### src/vcss_defs.vh
// Constants for the voltage-code and soft-start sequencer
`ifndef VCSS_DEFS_VH
`define VCSS_DEFS_VH

// Register byte offsets
`define VCSS_ADDR_CTRL     4'h0
`define VCSS_ADDR_STATUS   4'h4
`define VCSS_ADDR_REF      4'h8
`define VCSS_ADDR_SSCNT    4'hC

// Control register reset value and field
`define VCSS_CTRL_RESET    1'h0
`define VCSS_CTRL_HOLD_BIT 0

// AXI responses
`define VCSS_RESP_OKAY     2'h0
`define VCSS_RESP_SLVERR   2'h2

// Sequencer states
`define VCSS_ST_SHUTDOWN   2'h0
`define VCSS_ST_SOFTSTART  2'h1
`define VCSS_ST_RUN        2'h2

// Voltage code decode: three codes, then three values in millivolts
`define VCSS_CODE_OFF      5'h1F
`define VCSS_CODE_RESET    5'h1F
`define VCSS_TARGET_RESET  5'h00
`define VCSS_TOP_MV        12'h60E
`define VCSS_STEP_MV       12'h019
`define VCSS_LOW_OFFSET_MV 12'h15E

// Soft-start ramp: 140 percent is 7/5, span is 2^11 ticks
`define VCSS_RAMP_NUM      3'h7
`define VCSS_RAMP_DEN      27'h0002800
`define VCSS_SS_LAST       11'h7FF
`define VCSS_SS_ZERO       11'h000

`endif

### src/vcss_top.v
// Voltage-code tracking, soft-start and output-ok sequencer with AXI4-Lite registers
`timescale 1ns/1ns
// Functional notes
// Sample five code bits at cycle start
// Accept new code after one stable cycle
// One 25mV step every two cycles
// PWM outputs high impedance in shutdown
// Enable ignored until supply detected
// Shutdown until enable comparator above threshold
// Grounded select pin stops oscillator, shutdown
// All-ones code means shutdown, else start
// All conditions true starts soft-start immediately
// Eleven-bit counter, one count per tick
// Ramp voltage up to 140%, current down
// Regulate to lower of reference, ramp
// Flag low in shutdown, rises past threshold
// Flag drops on disable or fault
// Threshold is diff plus 350mV against reference
// Flag rises only without overcurrent fault
// Below threshold drops flag, keeps switching
// Disabled flag held until output decays
// Code zero 1.550V, minus 25mV per count
// Step both ways, restart validation on change
// Lost condition resets soft-start counter fully
`include "vcss_defs.vh"

module vcss_top #(
  parameter SS_BITS = 11,  // Soft-start counter width
  parameter MV_BITS = 12   // Millivolt value width
) (
  // Clock and reset
  input  wire               CORE_CLK_IN,
  input  wire               ARST_N_IN,
  // AXI4-Lite write address and data
  input  wire               S_AXI_AWVALID_IN,
  output wire               S_AXI_AWREADY_OUT,
  input  wire [3:0]         S_AXI_AWADDR_IN,
  input  wire               S_AXI_WVALID_IN,
  output wire               S_AXI_WREADY_OUT,
  input  wire [31:0]        S_AXI_WDATA_IN,
  input  wire [3:0]         S_AXI_WSTRB_IN,
  // AXI4-Lite write response
  output reg                S_AXI_BVALID_OUT,
  input  wire               S_AXI_BREADY_IN,
  output reg  [1:0]         S_AXI_BRESP_OUT,
  // AXI4-Lite read
  input  wire               S_AXI_ARVALID_IN,
  output wire               S_AXI_ARREADY_OUT,
  input  wire [3:0]         S_AXI_ARADDR_IN,
  output reg                S_AXI_RVALID_OUT,
  input  wire               S_AXI_RREADY_IN,
  output reg  [31:0]        S_AXI_RDATA_OUT,
  output reg  [1:0]         S_AXI_RRESP_OUT,
  // Converter inputs
  input  wire               PHASE_TICK_IN,
  input  wire [4:0]         VOLTAGE_CODE_IN,
  input  wire               SUPPLY_READY_IN,
  input  wire               ENABLE_ABOVE_IN,
  input  wire               FREQ_SEL_SHUTDOWN_PIN_IN,
  input  wire               OVERCURRENT_FAULT_IN,
  input  wire [MV_BITS-1:0] SENSED_OUTPUT_DIFF_IN,
  // Converter outputs
  output reg  [4:0]         REF_CODE_OUT,
  output reg  [MV_BITS-1:0] REG_TARGET_MV_OUT,
  output reg  [MV_BITS-1:0] SOFTSTART_RAMP_VOLTAGE_OUT,
  output reg  [SS_BITS-1:0] SOFTSTART_RAMP_CURRENT_OUT,
  output reg                PWM_OE_OUT,
  output reg                OSC_RUN_OUT,
  output wire               OUTPUT_OK_FLAG_OUT,
  output reg                OUTPUT_OK_FLAG_OE_OUT
);

  // Sequencer state
  reg  [1:0]         state;         // Shutdown, soft-start or run
  reg  [1:0]         next_state;    // Combinational successor
  reg  [SS_BITS-1:0] ss_cnt;        // Soft-start progress
  reg                ok_flag;       // Output-ok level seen outside

  // Code tracking
  reg  [4:0]         code_seen;     // Code sampled at last cycle start
  reg  [4:0]         code_pend;     // Candidate awaiting validation
  reg                pend;          // Validation in progress
  reg  [4:0]         code_target;   // Accepted code
  reg                step_phase;    // Halves the stepping rate

  // Software control
  reg                sw_hold;       // Software hold in shutdown

  // AXI write capture
  reg                aw_full;       // Write address captured
  reg  [3:0]         aw_addr;       // Captured write address
  reg                w_full;        // Write data captured
  reg  [31:0]        w_data;        // Captured write data
  reg  [3:0]         w_strb;        // Captured byte enables

  // Derived values
  wire               conds_ok;      // All start conditions together
  wire [MV_BITS-1:0] ref_mv;        // Reference setting in millivolts
  wire [MV_BITS-1:0] low_thresh;    // Reference less the window offset
  wire               above_low;     // Output above the low threshold
  wire [26:0]        ramp_prod;     // Reference times 7 times count
  wire [26:0]        ramp_quot;     // Full-width ramp quotient
  wire [MV_BITS-1:0] ramp_mv;       // Ramp voltage in millivolts
  wire               wr_go;         // Both write halves present
  reg  [MV_BITS-1:0] code_mv_tmp;   // Scratch for decode

  // Decode: top value less one step per count; all-ones unused here
  always @* begin
    code_mv_tmp = `VCSS_STEP_MV * {{(MV_BITS-5){1'b0}}, REF_CODE_OUT};
  end
  assign ref_mv = `VCSS_TOP_MV - code_mv_tmp;

  // Offset lets the low threshold follow the selected code
  // Subtracting from the reference instead of adding to the sensed value
  // keeps a large sensed reading from wrapping; the lowest reference is
  // well above the offset, so the difference cannot go negative
  assign low_thresh = ref_mv - `VCSS_LOW_OFFSET_MV;
  assign above_low  = (SENSED_OUTPUT_DIFF_IN > low_thresh);

  // Supply gates switching, not the oscillator; enable only counts once supply is up
  // Grounded select pin and all-ones code each force shutdown
  // Software hold acts as one more lost condition
  assign conds_ok = SUPPLY_READY_IN & ENABLE_ABOVE_IN &
                    FREQ_SEL_SHUTDOWN_PIN_IN & ~sw_hold &
                    (code_seen != `VCSS_CODE_OFF);

  // Ramp is 7/5 of reference scaled by count over 2048
  // The product is kept wide; the quotient never exceeds 7/5 of the
  // top reference, so the low bits hold the whole result
  assign ramp_prod = {15'h0000, ref_mv} * {24'h000000, `VCSS_RAMP_NUM} *
                     {16'h0000, ss_cnt};
  assign ramp_quot = ramp_prod / `VCSS_RAMP_DEN;
  assign ramp_mv   = ramp_quot[MV_BITS-1:0];

  // State successor
  // Soft-start moves to run only on the tick that ends count 2047, so the
  // interval spans exactly 2048 phase clock periods
  always @* begin
    next_state = state;
    case (state)
      `VCSS_ST_SHUTDOWN: begin
        // No delay once every condition holds
        if (conds_ok) begin
          next_state = `VCSS_ST_SOFTSTART;
        end
      end
      `VCSS_ST_SOFTSTART: begin
        if (!conds_ok) begin
          next_state = `VCSS_ST_SHUTDOWN;
        end else if (PHASE_TICK_IN && ss_cnt == `VCSS_SS_LAST) begin
          next_state = `VCSS_ST_RUN;
        end
      end
      `VCSS_ST_RUN: begin
        if (!conds_ok) begin
          next_state = `VCSS_ST_SHUTDOWN;
        end
      end
      default: begin
        next_state = `VCSS_ST_SHUTDOWN;
      end
    endcase
  end

  // Sequencer registers and soft-start counter
  // The counter is cleared whenever soft-start is not the next state, so
  // every restart replays the whole interval from zero
  always @(posedge CORE_CLK_IN or negedge ARST_N_IN) begin
    if (!ARST_N_IN) begin
      state  <= `VCSS_ST_SHUTDOWN;
      ss_cnt <= `VCSS_SS_ZERO;
    end else begin
      state <= next_state;
      if (next_state != `VCSS_ST_SOFTSTART) begin
        // Any lost condition forces a fresh full sequence later
        ss_cnt <= `VCSS_SS_ZERO;
      end else if (state == `VCSS_ST_SOFTSTART && PHASE_TICK_IN) begin
        ss_cnt <= ss_cnt + 1'b1;
      end
    end
  end

  // Code sampling, validation and stepping; only at cycle starts
  // Between ticks the code pins are not looked at, so a glitch that
  // settles before the next tick never disturbs the reference
  always @(posedge CORE_CLK_IN or negedge ARST_N_IN) begin
    if (!ARST_N_IN) begin
      code_seen    <= `VCSS_CODE_RESET;
      code_pend    <= `VCSS_CODE_RESET;
      pend         <= 1'b0;
      code_target  <= `VCSS_TARGET_RESET;
      step_phase   <= 1'b0;
      REF_CODE_OUT <= `VCSS_TARGET_RESET;
    end else if (PHASE_TICK_IN) begin
      code_seen <= VOLTAGE_CODE_IN;
      if (VOLTAGE_CODE_IN != code_seen) begin
        // A further change restarts the stable-cycle wait
        pend      <= 1'b1;
        code_pend <= VOLTAGE_CODE_IN;
      end else if (pend) begin
        // Unchanged for one whole cycle: accept unless it is the off code
        pend <= 1'b0;
        if (code_pend != `VCSS_CODE_OFF) begin
          code_target <= code_pend;
        end
      end
      if (state != `VCSS_ST_RUN) begin
        // Outside run the reference jumps; soft-start ramps the output
        REF_CODE_OUT <= code_target;
        step_phase   <= 1'b0;
      end else if (REF_CODE_OUT != code_target) begin
        step_phase <= ~step_phase;
        if (step_phase) begin
          // Lower code means higher voltage; step either way
          if (code_target < REF_CODE_OUT) begin
            REF_CODE_OUT <= REF_CODE_OUT - 1'b1;
          end else begin
            REF_CODE_OUT <= REF_CODE_OUT + 1'b1;
          end
        end
      end else begin
        step_phase <= 1'b0;
      end
    end
  end

  // Output-ok flag: low drive is the only drive of the open-drain pin
  // The flag lags the compare by one clock and its pin enable by two; the
  // analog side moves far slower, so the delay is harmless
  always @(posedge CORE_CLK_IN or negedge ARST_N_IN) begin
    if (!ARST_N_IN) begin
      ok_flag <= 1'b0;
    end else begin
      case (state)
        `VCSS_ST_SHUTDOWN: begin
          // Once disabled, hold high until output decays below threshold
          ok_flag <= ok_flag & above_low;
        end
        `VCSS_ST_SOFTSTART: begin
          ok_flag <= above_low & ~OVERCURRENT_FAULT_IN;
        end
        `VCSS_ST_RUN: begin
          // Undervoltage only flags; switching continues
          ok_flag <= above_low & ~OVERCURRENT_FAULT_IN;
        end
        default: begin
          ok_flag <= 1'b0;
        end
      endcase
    end
  end
  assign OUTPUT_OK_FLAG_OUT = 1'b0;

  // Converter-facing outputs, all from flip-flops
  // PWM enable follows the next state so the drivers are released on the
  // same edge that the sequencer enters shutdown
  always @(posedge CORE_CLK_IN or negedge ARST_N_IN) begin
    if (!ARST_N_IN) begin
      PWM_OE_OUT                 <= 1'b0;
      OSC_RUN_OUT                <= 1'b0;
      OUTPUT_OK_FLAG_OE_OUT      <= 1'b1;
      SOFTSTART_RAMP_VOLTAGE_OUT <= {MV_BITS{1'b0}};
      SOFTSTART_RAMP_CURRENT_OUT <= `VCSS_SS_LAST;
      REG_TARGET_MV_OUT          <= {MV_BITS{1'b0}};
    end else begin
      // PWM released to high impedance in shutdown
      PWM_OE_OUT  <= (next_state != `VCSS_ST_SHUTDOWN);
      // Oscillator stops while the select pin is grounded
      OSC_RUN_OUT <= FREQ_SEL_SHUTDOWN_PIN_IN;
      OUTPUT_OK_FLAG_OE_OUT <= ~ok_flag;
      if (state == `VCSS_ST_SOFTSTART) begin
        SOFTSTART_RAMP_VOLTAGE_OUT <= ramp_mv;
        SOFTSTART_RAMP_CURRENT_OUT <= `VCSS_SS_LAST - ss_cnt;
        // Lower of reference and ramp
        REG_TARGET_MV_OUT <= (ramp_mv < ref_mv) ? ramp_mv : ref_mv;
      end else if (state == `VCSS_ST_RUN) begin
        SOFTSTART_RAMP_VOLTAGE_OUT <= ramp_mv;
        SOFTSTART_RAMP_CURRENT_OUT <= `VCSS_SS_ZERO;
        REG_TARGET_MV_OUT          <= ref_mv;
      end else begin
        SOFTSTART_RAMP_VOLTAGE_OUT <= {MV_BITS{1'b0}};
        SOFTSTART_RAMP_CURRENT_OUT <= `VCSS_SS_LAST;
        REG_TARGET_MV_OUT          <= {MV_BITS{1'b0}};
      end
    end
  end

  // AXI write channels accepted in either order, one write at a time
  assign S_AXI_AWREADY_OUT = ~aw_full & ~S_AXI_BVALID_OUT;
  assign S_AXI_WREADY_OUT  = ~w_full & ~S_AXI_BVALID_OUT;
  assign wr_go             = aw_full & w_full;

  // Write capture, register update and response
  // Only the control word is writable; the rest answer with an error
  always @(posedge CORE_CLK_IN or negedge ARST_N_IN) begin
    if (!ARST_N_IN) begin
      aw_full          <= 1'b0;
      aw_addr          <= 4'h0;
      w_full           <= 1'b0;
      w_data           <= 32'h00000000;
      w_strb           <= 4'h0;
      S_AXI_BVALID_OUT <= 1'b0;
      S_AXI_BRESP_OUT  <= `VCSS_RESP_OKAY;
      sw_hold          <= `VCSS_CTRL_RESET;
    end else begin
      if (S_AXI_AWVALID_IN && S_AXI_AWREADY_OUT) begin
        aw_full <= 1'b1;
        aw_addr <= S_AXI_AWADDR_IN;
      end
      if (S_AXI_WVALID_IN && S_AXI_WREADY_OUT) begin
        w_full <= 1'b1;
        w_data <= S_AXI_WDATA_IN;
        w_strb <= S_AXI_WSTRB_IN;
      end
      if (wr_go) begin
        aw_full          <= 1'b0;
        w_full           <= 1'b0;
        S_AXI_BVALID_OUT <= 1'b1;
        if ({aw_addr[3:2], 2'b00} == `VCSS_ADDR_CTRL) begin
          // Only lane 0 carries a writable bit
          if (w_strb[0]) begin
            sw_hold <= w_data[`VCSS_CTRL_HOLD_BIT];
          end
          S_AXI_BRESP_OUT <= `VCSS_RESP_OKAY;
        end else begin
          // Status, reference and count registers are read only and answer with an error
          S_AXI_BRESP_OUT <= `VCSS_RESP_SLVERR;
        end
      end else if (S_AXI_BVALID_OUT && S_AXI_BREADY_IN) begin
        S_AXI_BVALID_OUT <= 1'b0;
      end
    end
  end

  // AXI read: one outstanding read, answer one cycle after the address
  // Read data is registered, so status shows the cycle of the address
  assign S_AXI_ARREADY_OUT = ~S_AXI_RVALID_OUT;

  // Read data mux and response
  always @(posedge CORE_CLK_IN or negedge ARST_N_IN) begin
    if (!ARST_N_IN) begin
      S_AXI_RVALID_OUT <= 1'b0;
      S_AXI_RDATA_OUT  <= 32'h00000000;
      S_AXI_RRESP_OUT  <= `VCSS_RESP_OKAY;
    end else if (S_AXI_ARVALID_IN && S_AXI_ARREADY_OUT) begin
      S_AXI_RVALID_OUT <= 1'b1;
      S_AXI_RRESP_OUT  <= `VCSS_RESP_OKAY;
      case ({S_AXI_ARADDR_IN[3:2], 2'b00})
        `VCSS_ADDR_CTRL: begin
          S_AXI_RDATA_OUT <= {31'h00000000, sw_hold};
        end
        `VCSS_ADDR_STATUS: begin
          // State, flag, pending, above threshold, condition summary
          S_AXI_RDATA_OUT <= {26'h0000000, conds_ok, above_low, pend,
                              ok_flag, state};
        end
        `VCSS_ADDR_REF: begin
          S_AXI_RDATA_OUT <= {11'h000, code_seen, 3'h0, code_target,
                              3'h0, REF_CODE_OUT};
        end
        `VCSS_ADDR_SSCNT: begin
          S_AXI_RDATA_OUT <= {21'h000000, ss_cnt};
        end
        default: begin
          S_AXI_RDATA_OUT <= 32'h00000000;
          S_AXI_RRESP_OUT <= `VCSS_RESP_SLVERR;
        end
      endcase
    end else if (S_AXI_RVALID_OUT && S_AXI_RREADY_IN) begin
      S_AXI_RVALID_OUT <= 1'b0;
    end
  end

endmodule // vcss_top

### config.mk
export PLATFORM = sky130hd
export DESIGN_NAME = vcss_top
export DESIGN_NICKNAME = d
export VERILOG_FILES = /design/src/vcss_top.v
export VERILOG_INCLUDE_DIRS = /design/src /design/src/src
export SDC_FILE = /design/constraint.sdc
export NUM_CORES = 1
export LEC_CHECK = 0
export ABC_AREA = 1
export BUFFER_PORTS_ARGS = -buffer_cell sky130_fd_sc_hd__buf_2
export CELL_PAD_IN_SITES_DETAIL_PLACEMENT = 0
export CELL_PAD_IN_SITES_GLOBAL_PLACEMENT = 2
export CORE_UTILIZATION = 38
export CTS_CLUSTER_SIZE = 14
export DETAILED_ROUTE_END_ITERATION = 7
export PLACE_DENSITY = 0.93
export SLEW_MARGIN = 5
export SYNTH_ARGS = -nofsm -noshare
export SYNTH_HDL_FRONTEND = slang
export SYNTH_SLANG_ARGS = --single-unit
### constraint.sdc
create_clock -name CORE_CLK_IN -period 28.6 [get_ports CORE_CLK_IN]
set_input_delay 4.29 -clock CORE_CLK_IN [delete_from_list [all_inputs] [get_ports CORE_CLK_IN]]
set_output_delay 4.29 -clock CORE_CLK_IN [all_outputs]
set_load 0.01 [all_outputs]
Word-level counts from Yosys, hierarchy flattened
Cells that the tools add are included.

storage, ports and cells
  input bits = 73
  flip-flop bits (word level) = 119

cells by class
  bitwise operators = 18
  equal/unequal tests = 12
  multiply operators = 3
  add/sub/neg operators = 6
  reductions and logical operators = 23
  muxes and demuxes = 32
  divide/modulo/power cells = 1
  $lt $le $gt $ge = 3

operators by type and width
  operator                number
  $pmux 32 s4             1
  $mux 12                 5
  $mux 11                 4
  $div 26x14->27 const B  1
  $mul 15x11->26          1
  $mux 5                  4
  $reduce_bool 2->1       8
  $mul 12x3->15 const B   1
  $gt 12x12->1            1
  $lt 12x12->1            1
  $sub 11x10->12 const A  1
  $sub 12x9->12 const B   1
  $add 11x1->11 const B   1
  $eq 11x11->1 const B    1
  $mux 1                  11
  $sub 11x11->11 const A  1
  $mul 5x5->10 const A    1
  $mux 2                  5
  $ne 5x5->1              2
  $ne 5x5->1 const B      2
  $and 1x1->1             9
  $not 1->1               9
  $logic_and 1x1->1       7
  $eq 2x2->1 const B      3
  other kinds (13)        17

Longest topological paths before layout
Gate-level depths: netlist of run 1.

  depth after elaboration = 8
  mapped depth = 109
  gate-level depth less buffers = 107

Worst setup path before layout of run 1
Ideal clock, no wire load.

  path type = register to register
  start point = register REF_CODE_OUT[0]
  end point = register REG_TARGET_MV_OUT[6]
  buffers on the path = 2
  arrival time = 13.120 ns
  slack = 15.362 ns
  stages on the path, launching flop included = 99
  library setup time = 0.117 ns
  clock period less this slack = 13.238 ns
  required time = 28.483 ns
  cell sequence = dfrtp_1 -> ha_1 -> ha_1 -> fa_1 -> inv_1 -> ha_1 -> a21oi_1 -> inv_1 -> a21oi_1 -> o21bai_1 -> xor2_1 -> inv_1 -> fa_1 -> inv_1 -> ha_1 -> and2_1 -> nor2_1 -> nor2_1 -> [... 63 more ...] -> nand3_2 -> nand2_4 -> nand2_4 -> nand2_1 -> nand3_1 -> nand2_2 -> nand2_1 -> ha_1 -> nand2_1 -> nand2_1 -> nand2_1 -> nand2_1 -> nand2_2 -> nand2_2 -> buf_6 -> nand2_1 -> nand3_1 -> nand2_1

between the ends
  word-level cells in the longest chain between the ends = 8
  elaborated cells between the ends (all ways) = 9
  classes of those cells = add/sub (1); mul (3); div (1); order compare (1); mux (3)

ends and longest elaborated chain
  what                               line            text
  start: declaration                 vcss_top.v:63   output reg [4:0] REF_CODE_OUT,
  start signal: assignment           vcss_top.v:193  REF_CODE_OUT <= `VCSS_TARGET_RESET;
  start signal: assignment           vcss_top.v:209  REF_CODE_OUT <= code_target;
  start signal: assignment           vcss_top.v:216  REF_CODE_OUT <= REF_CODE_OUT - 1'b1;
  $mul 5x5->10 (no source line) *    --
  $sub 11x10->12 (no source line) *  --
  $mul 12x3->15                      vcss_top.v:130  assign ramp_prod = {15'h0000, ref_mv} * {24'h000000, `VCSS_RAMP_NUM} *
  $mul 15x11->26                     vcss_top.v:130
  $div 26x14->27 (no source line)    --
  $lt 12x12->1                       vcss_top.v:275  REG_TARGET_MV_OUT <= (ramp_mv < ref_mv) ? ramp_mv : ref_mv;
  $mux 12                            vcss_top.v:275
  $mux 12 *                          vcss_top.v:271  if (state == `VCSS_ST_SOFTSTART) begin
  end signal: assignment             vcss_top.v:275
  end signal: assignment             vcss_top.v:279  REG_TARGET_MV_OUT <= ref_mv;
  end signal: assignment             vcss_top.v:283  REG_TARGET_MV_OUT <= {MV_BITS{1'b0}};
  end: declaration                   vcss_top.v:64   output reg [MV_BITS-1:0] REG_TARGET_MV_OUT,

Mark *: on every way between the ends. The rest lies on a longest branch, timed or not.
A chain may end at the register's enable or synchronous reset.

Worst setup path in the final report of run 1
  start point = register REF_CODE_OUT[0]
  end point = register REG_TARGET_MV_OUT[10]

Same word-level chain as after synthesis.

==> results of run 1 <==
## worst reg2reg max path, delay by kind of cell (launching register included)
kind | cells | cell delay, ns
adders and majority gates | 14 | 5.79
and+or+nand+nor | 57 | 5.70
buffers and inverters | 15 | 1.73
xor gates and xnor gates | 2 | 0.98
AOI/OAI and AO/OA | 6 | 0.89
DFF | 1 | 0.39
## registers in the layout (all words and copies together), names as in the netlist, 2 cells and up
signal,cells
SOFTSTART_RAMP_CURRENT_OUT,11
ss_cnt,11
S_AXI_RDATA_OUT,18
SOFTSTART_RAMP_VOLTAGE_OUT,12
code_target,5
code_seen,5
REF_CODE_OUT,5
aw_addr,2
state,2
code_pend,5
REG_TARGET_MV_OUT,12
## worst paths after layout
check                                         to  slack (ns)            start
setup reg to reg           REG_TARGET_MV_OUT[10]       13.02  REF_CODE_OUT[0]
setup / recovery           REG_TARGET_MV_OUT[10]       13.02  REF_CODE_OUT[0]
hold / removal             OUTPUT_OK_FLAG_OE_OUT        0.43          ok_flag
hold reg to reg            OUTPUT_OK_FLAG_OE_OUT        0.43          ok_flag
min in group asynchronous              ss_cnt[5]        3.86        ARST_N_IN
max in group asynchronous   REG_TARGET_MV_OUT[7]       23.47        ARST_N_IN
## metrics by stage
step	setup slack [ns]	cells	hold WS [ns]	area, um^2	utilization, %
after detailed placement	13.00	2193	0.424	13700	41.7
after global routing	11.63	2209	0.458	14000	42.6
after global placement	13.05	2193	0.408	13700	41.7
final	13.02	2209	0.432	14000	42.6
after CTS	12.92	2209	0.434	14000	42.6
after floorplan	15.36	1699	0.383	12900	-
## logic make-up after synthesis
| logic type | Yosys count | synth area share [%] |
|---|---|---|
| adders and majority gates | 262 | 32.6 |
| and+or+nand+nor | 734 | 25.2 |
| other | 1 | 0.0292 |
| DFF | 102 | 20.1 |
| muxes | 6 | 0.517 |
| buffers and inverters | 376 | 11.7 |
| AOI/OAI and AO/OA | 161 | 7.21 |
| xor gates and xnor gates | 39 | 2.66 |
## cells in the mapped netlist, drive strengths merged
library cell / n
a2111oi: 2
a211oi: 4
a21boi: 1
a21o: 3
a21oi: 56
a31o: 4
a31oi: 1
and2: 5
buf: 24
clkbuf: 29
clkinv: 3
conb: 1
dfrtp: 80
dfstp: 22
fa: 121
ha: 141
inv: 320
mux2: 5
mux2i: 1
nand2: 424
nand3: 108
nand3b: 3
nand4: 18
nor2: 149
nor3: 16
nor4: 1
o2111ai: 3
o211ai: 7
o21ai: 63
o21bai: 7
o221ai: 2
o22ai: 6
o31ai: 1
o41ai: 1
or2: 9
or3: 1
xnor2: 8
xor2: 31
## final cells by class
type                    count  share of cell area, %
repair buffers            105                   3.84
well taps                 442                   3.95
clock buffers               9                   1.61
inverters                 323                   8.66
clock inverters             7                  0.465
multi-input cells        1221                   63.0
flip-flops and latches    102                   18.4
## routing by layer
metal  GRT usage [%]  wire, um  up-vias
li1                -         -     5336
met1            27.6     15200     5104
met2            33.3     15300      217
met3            2.70      1260       29
met4            4.82       632        0
met5               0         0        -
==> flow_metrics.tcl, run 1 <==
set metrics [dict create \
    status "completed" \
    insertion_delay_ns 0.37 \
    antennaDiodeCount 0 \
    slew_headroom_pct 25.8 \
    cts_buffer_depth 2 \
    first_iter_violations 619 \
    synth.cell_area_um2 12800 \
    synthTopCellsByArea "fa_1 19%, dfrtp_1 16%, ha_1 14%, nand2_1 11%, inv_1 8.7%" \
    ys_ff_latch 102 \
    dieWidth_um 186 \
    gp_congestion 0.881 \
    ctsHoldBuffers 0 \
    core_area_um2 32900 \
    hold_viol 0 \
    viasPerCell 4.84 \
    dpl.hpwl_mm 26.9 \
    n_fill_cell 3414 \
    end_kind "flop" \
    wirelength_mm 32.4 \
    cts_setup_buffers 0 \
    yosys_warnings 0 \
    hold_path_class "reg -> reg" \
    final_cell_mix "383 x nand2_1, 299 x inv_1, 145 x nor2_1, 141 x ha_1, 121 x fa_1" \
    synth.largest_area_cell "fa_1" \
    multi_input_area_um2 8820 \
    grt_pass1_vias 10500 \
    worst_pin_slew_ns 1.11 \
    synth_top_area_share_pct 18.9 \
    clkTransAtPathRegs_ns 0.08 \
    reg2reg_depth 94 \
    seq_area_um2 2580 \
    setup_tns_ns 0 \
    synth_area_per_cell_um2 7.63 \
    grt_max_degree 72 \
    grt_util_all_layers_pct 20.1 \
    rsz0062_at_grt "false" \
    critPathSlowestCell "fa_1" \
    overflow 0 \
    die_y_um 186 \
    dr.pass1.iters 5 \
    crit_family "adder cells" \
    ios 158 \
    ys_types 51 \
    antenna_found_initial 0 \
    fin_nets 2097 \
    htreeDepth 3 \
    syn2layout_area_growth_pct 9.08 \
    drc 0 \
    cts.repair.resized 0 \
    num_rows 66 \
    dieArea_um2 34500 \
    final_common_cell "nand2_1" \
    slowest_delay_ns 0.57 \
    finClkSkew_ns 0.0138 \
    cts_tree "built" \
    setup-violations-final 0 \
    path_buf_inv 15 \
    ant_nets 0 \
    min_period_ns 15.58 \
    cp_max_fo 21 \
    grt_pass1_wl_mm 54.4 \
    num_vias 10700 \
    worstSetupStartpointType "flop" \
    cp.required_ns 28.84 \
    start_util_pct 39.0 \
    critPathKind "reg -> reg" \
    clock.fmax_ghz 0.0642 \
    cp_common_cell "nand2_1" \
    fin_crit_sh_pct 54.5 \
    place.port_buffers 101 \
    netlist_instances 1681 \
    ys_seq_area_share_pct 20.1 \
    wire_per_inst_um 14.7 \
    min_path_cells 1 \
    cts_buffers 9 \
    final_max_slew_viol_count 0 \
    arrival_ns 15.82 \
    clkSinkCount 102 \
    cts-root-buf "clkbuf_16" \
    layout-drive-gt1-share_pct 13.5 \
    maxCapViolCount 0 \
    cp_num_cells 94 \
]
Power of run 1 is left out: the tool's default activity adds up to more than one toggle a clock period on the data nets, which glitch-free logic cannot reach.
==> inputs of run 2 (changes only) <==
--- a/config.mk
+++ b/config.mk
@@ -10,10 +10,10 @@
 export BUFFER_PORTS_ARGS = -buffer_cell sky130_fd_sc_hd__buf_2
 export CELL_PAD_IN_SITES_DETAIL_PLACEMENT = 0
 export CELL_PAD_IN_SITES_GLOBAL_PLACEMENT = 2
-export CORE_UTILIZATION = 38
+export CORE_UTILIZATION = 35
 export CTS_CLUSTER_SIZE = 14
 export DETAILED_ROUTE_END_ITERATION = 7
-export PLACE_DENSITY = 0.93
+export PLACE_DENSITY = 0.87
 export SLEW_MARGIN = 5
 export SYNTH_ARGS = -nofsm -noshare
 export SYNTH_HDL_FRONTEND = slang
==> constraint.sdc (replaced) <==
create_clock -name CORE_CLK_IN -period 14.83 [get_ports CORE_CLK_IN]
set_input_delay 2.2245 -clock CORE_CLK_IN [delete_from_list [all_inputs] [get_ports CORE_CLK_IN]]
set_output_delay 2.2245 -clock CORE_CLK_IN [all_outputs]
set_load 0.01 [all_outputs]
==> flow_metrics.tcl, run 2 (same netlist as run 1, synthesis figures left out) <==
set metrics [dict create \
    wirelength_mm 33.9 \
    fin_crit_sh_pct 92.4 \
    drc 12 \
    gp_congestion 0.864 \
    end_kind "flop" \
    slew_headroom_pct 29.1 \
    place.port_buffers 101 \
    ios 158 \
    r2r_setup_slack_ns 1.13 \
    maxCapViolCount 0 \
    hold_slack_ns 0.434 \
    min_period_ns 13.70 \
    slowest_delay_ns 0.57 \
    clkSinkCount 102 \
    fin_util_pct 40.8 \
    path_buf_inv 12 \
    fin_area_um2 14600 \
    antennaDiodeCount 0 \
    critPathSlowestCell "fa_2" \
    hold_path_class "reg -> reg" \
    syn2layout_area_growth_pct 13.9 \
    arrival_ns 13.93 \
    cts_buffer_depth 2 \
    crit_family "adder cells" \
    worstSetupStartpointType "flop" \
    antenna_found_initial 0 \
    cp.required_ns 15.06 \
    insertion_delay_ns 0.36 \
    ant_nets 0 \
    dpl_cell_area_um2 13900 \
    final_max_slew_viol_count 0 \
    num_vias 10800 \
    clkTransAtPathRegs_ns 0.07 \
    first_iter_violations 459 \
    viasPerCell 4.76 \
    dieWidth_um 193 \
    grt_util_all_layers_pct 18.6 \
    overflow 0 \
    worst_pin_slew_ns 1.06 \
    hold_viol 0 \
    cts-root-buf "clkbuf_16" \
    layout-drive-gt1-share_pct 17.7 \
    reg_top3 "S_AXI_RDATA_OUT (18), REG_TARGET_MV_OUT (12), SOFTSTART_RAMP_VOLTAGE_OUT (12)" \
    htreeDepth 3 \
    status "finished, violations left" \
    largest_reg_flops 18 \
    final_cell_mix "371 x nand2_1, 294 x inv_1, 143 x nor2_1, 133 x ha_1, 119 x fa_1" \
    die_y_um 193 \
    top_register "S_AXI_RDATA_OUT" \
    fin_nets 2141 \
    grt_pass1_vias 10900 \
    start_util_pct 35.8 \
    dr.pass1.iters 8 \
    finClkSkew_ns 0.00518 \
    cp_common_cell "nand2_1" \
    wire_per_inst_um 14.9 \
    setup-violations-final 0 \
    ctsHoldBuffers 0 \
    dpl.hpwl_mm 28.1 \
    violations "DRC" \
    final_common_cell "nand2_1" \
    setup_tns_ns 0 \
    grt_pass1_wl_mm 55.8 \
    grt_max_degree 80 \
    num_rows 69 \
    cts_tree "built" \
    core_area_um2 35800 \
    critPathKind "reg -> reg" \
    dieArea_um2 37400 \
    cts_buffers 9 \
    clock.fmax_ghz 0.0730 \
    cp_max_fo 7 \
]
[run 2: worst register-to-register path: cells and delay by family (launching register included)]
kind,cells,cell delay (ns)
adder cells (fa/ha/maj),13,5.46
buffers and inverters,12,0.86
AND/OR/NAND/NOR,58,5.40
AO/OA/AOI/OAI,7,0.96
flip-flops,1,0.40
XOR/XNOR,2,0.47
[run 2: metrics by stage]
step                      instances  worst slack, ns
after floorplan                1699             1.59
after global placement         2238            0.380
after detailed placement       2238            0.302
after CTS                      2254            0.222
after global routing           2272          -0.0188
final                          2272             1.13
[run 2: layout make-up]
class                   count  area [um^2]
inverters                 323         1220
multi-input cells        1223         9080
clock buffers              12          268
flip-flops and latches    102         2580
repair buffers            147          857
fillers                  3670        21200
clock inverters             4         35.0
well taps                 461          577
[run 2: final timing paths]
kind	from	cells after the start	to
max in group asynchronous	ARST_N_IN	2	REG_TARGET_MV_OUT[8]
max	REF_CODE_OUT[0]	92	REG_TARGET_MV_OUT[2]
max reg2reg	REF_CODE_OUT[0]	92	REG_TARGET_MV_OUT[2]
min	ok_flag	1	OUTPUT_OK_FLAG_OE_OUT
min reg2reg	ok_flag	1	OUTPUT_OK_FLAG_OE_OUT
min in group asynchronous	ARST_N_IN	1	ss_cnt[3]
[run 2: per-layer routing]
layer	GRT usage (%)	part of all wire (%)	vias to the layer above
li1	-	-	5430
met1	24.8	47	5155
met5	0	0	-
met4	4.50	1.7	0
met2	32.0	48	190
met3	2.27	3.2	29
[run 2: repair_timing]
item / 4_1_cts / 5_1_grt
endpoints found under the hold margin: 0 / 0
setup buffers: 0 / 16
endpoints found under the setup margin: 0 / 12
gates resized for setup: 0 / 58
Power of run 2 is left out for the same reason.
==> inputs of run 3 (changes only) <==
--- a/config.mk
+++ b/config.mk
@@ -6,11 +6,10 @@
 export SDC_FILE = /design/constraint.sdc
 export NUM_CORES = 1
 export LEC_CHECK = 0
-export ABC_AREA = 1
 export BUFFER_PORTS_ARGS = -buffer_cell sky130_fd_sc_hd__buf_2
 export CELL_PAD_IN_SITES_DETAIL_PLACEMENT = 0
 export CELL_PAD_IN_SITES_GLOBAL_PLACEMENT = 2
-export CORE_UTILIZATION = 35
+export CORE_UTILIZATION = 37
 export CTS_CLUSTER_SIZE = 14
 export DETAILED_ROUTE_END_ITERATION = 7
 export PLACE_DENSITY = 0.87
==> flow_metrics.tcl, run 3 <==
set metrics [dict create \
    slowest_delay_ns 0.59 \
    synth.cell_area_um2 13500 \
    min_path_cells 1 \
    wire_per_inst_um 16.8 \
    place_inst 2090 \
    drc 24 \
    cp.required_ns 15.08 \
    ant_nets 0 \
    dpl.hpwl_mm 28.2 \
    fin_crit_sh_pct 96.0 \
    cts_buffer_depth 2 \
    synth_most_common_cell "inv_1" \
    maxCapViolCount 0 \
    crit_family "adder cells" \
    core_area_um2 35700 \
    finClkSkew_ns 0.0213 \
    reg2reg_depth 59 \
    grt_max_degree 67 \
    place_ws_ns 0.450 \
    hold_start "ok_flag" \
    final_cell_mix "174 x inv_1, 154 x nand2_1, 137 x ha_1, 121 x fa_1, 100 x buf_2" \
    num_rows 69 \
    hold_path_class "reg -> reg" \
    place.port_buffers 101 \
    slew_headroom_pct 38.9 \
    layout-drive-gt1-share_pct 20.2 \
    dieArea_um2 37100 \
    yosys_warnings 0 \
    critPathSlowestCell "or4_4" \
    viasPerCell 5.26 \
    synthTopCellsByArea "fa_1 18%, dfrtp_1 15%, ha_1 13%, inv_1 4.9%, nand2_1 4.4%" \
    insertion_delay_ns 0.36 \
    synth_common_cells "177 x inv_1, 157 x nand2_1, 141 x ha_1" \
    clkTransAtPathRegs_ns 0.09 \
    ctsHoldBuffers 0 \
    ys_seq_area_share_pct 19.2 \
    ios 158 \
    fin_nets 1991 \
    synth.largest_area_cell "fa_1" \
    num_vias 11200 \
    final_max_slew_viol_count 0 \
    clock.fmax_ghz 0.0703 \
    violations "DRC" \
    cp_max_fo 10 \
    cts_buffers 9 \
    antennaDiodeCount 0 \
    synth_top_area_share_pct 18.0 \
    clkSinkCount 102 \
    setup_tns_ns 0 \
    grt_pass1_vias 11300 \
    r2r_start "REF_CODE_OUT[1]" \
    end_kind "flop" \
    cp_common_cell "fa_1" \
    grt_pass1_wl_mm 58.9 \
    cp_num_cells 59 \
    worstSetupStartpoint "REF_CODE_OUT[1]" \
    worstSetupStartpointType "flop" \
    synth_edf_count 0 \
    largest_reg_flops 18 \
    antenna_found_initial 0 \
    layoutNonFillerInstCount 2122 \
    ys_types 95 \
    synth-main-ff-cell "dfrtp_1" \
    wirelength_mm 35.6 \
    ys_ff_latch 102 \
    die_y_um 193 \
    final_common_cell "inv_1" \
    async_flop_share_pct 100 \
    cts-root-buf "clkbuf_16" \
    hold_slack_ns 0.415 \
    netlist_instances 1525 \
    synth_area_per_cell_um2 8.82 \
    start_util_pct 37.7 \
    setup-violations-final 0 \
    path_buf_inv 8 \
    status "finished, violations left" \
    htreeDepth 3 \
    dr.pass1.iters 7 \
    worst_pin_slew_ns 0.917 \
    dieWidth_um 193 \
    min_period_ns 14.23 \
    arrival_ns 14.48 \
    syn2layout_area_growth_pct 14.8 \
    critPathKind "reg -> reg" \
    setup_ws_ns 0.600 \
    grt_util_all_layers_pct 20.0 \
    cts_tree "built" \
    hold_viol 0 \
    reg_top3 "S_AXI_RDATA_OUT (18), REG_TARGET_MV_OUT (12), SOFTSTART_RAMP_VOLTAGE_OUT (12)" \
    gp_congestion 0.910 \
    top_register "S_AXI_RDATA_OUT" \
    overflow 0 \
    first_iter_violations 509 \
]
run 3: cell count changes in the layout (fill, tap and decap cells not counted), sizes merged, moves of 18 or more:
cell	change
buf	+49
nand3	-83
a21oi	+22
nor2	-72
xnor2	+35
and2	+88
nand2	-269
nand2b	+18
inv	-140
run 3: what timing repair did:
action / in CTS / in global routing
buffers inserted: 0 / 14
hold endpoints to repair: 0 / 0
endpoints found under the setup margin: 0 / 11
resized for setup: 0 / 69
run 3: kinds of logic (layout without fill, tap and decap cells):
logic type / count (synthesis) / in the layout / share of synthesized area (%)
other cells: 1 / 19 / 0.0279
mux: 36 / 36 / 2.96
flops: 102 / 102 / 19.2
compound gates: 293 / 293 / 15.0
fa+ha+maj: 264 / 264 / 31.3
simple gates: 490 / 491 / 18.8
xor+xnor: 65 / 65 / 4.29
buf+inv: 274 / 391 / 8.53
run 3: metal layers:
layer	track usage, %	vias up	share of wire [%]
met3	2.15	34	4.1
li1	-	5376	-
met4	4.45	0	1.5
met1	27.5	5522	47
met5	0	-	0
met2	33.7	227	48
run 3: stage by stage:
step	util, %	area [um^2]
after detailed placement	41.3	14700
after floorplan	-	13500
final	43.3	15400
after global placement	41.3	14700
after global routing	43.3	15400
after CTS	42.1	15000
run 3: worst paths after layout:
| check | to | slack, ns |
|---|---|---|
| hold reg to reg | OUTPUT_OK_FLAG_OE_OUT | 0.41 |
| hold / removal | OUTPUT_OK_FLAG_OE_OUT | 0.41 |
| setup / recovery | REG_TARGET_MV_OUT[2] | 0.60 |
| max in group asynchronous | w_strb[0] | 11.75 |
| setup reg to reg | REG_TARGET_MV_OUT[2] | 0.60 |
| min in group asynchronous | aw_addr[3] | 1.83 |
run 3: final cells by class:
class | instances | area (um^2)
Clock inverter | 7 | 66.3
Tap cell | 461 | 577
Fill cell | 3578 | 20200
Timing Repair Buffer | 197 | 1240
Inverter | 178 | 668
Clock buffer | 9 | 225
Multi-Input combinational cell | 1168 | 10100
Sequential cell | 102 | 2580
Power of run 3 is left out for the same reason.
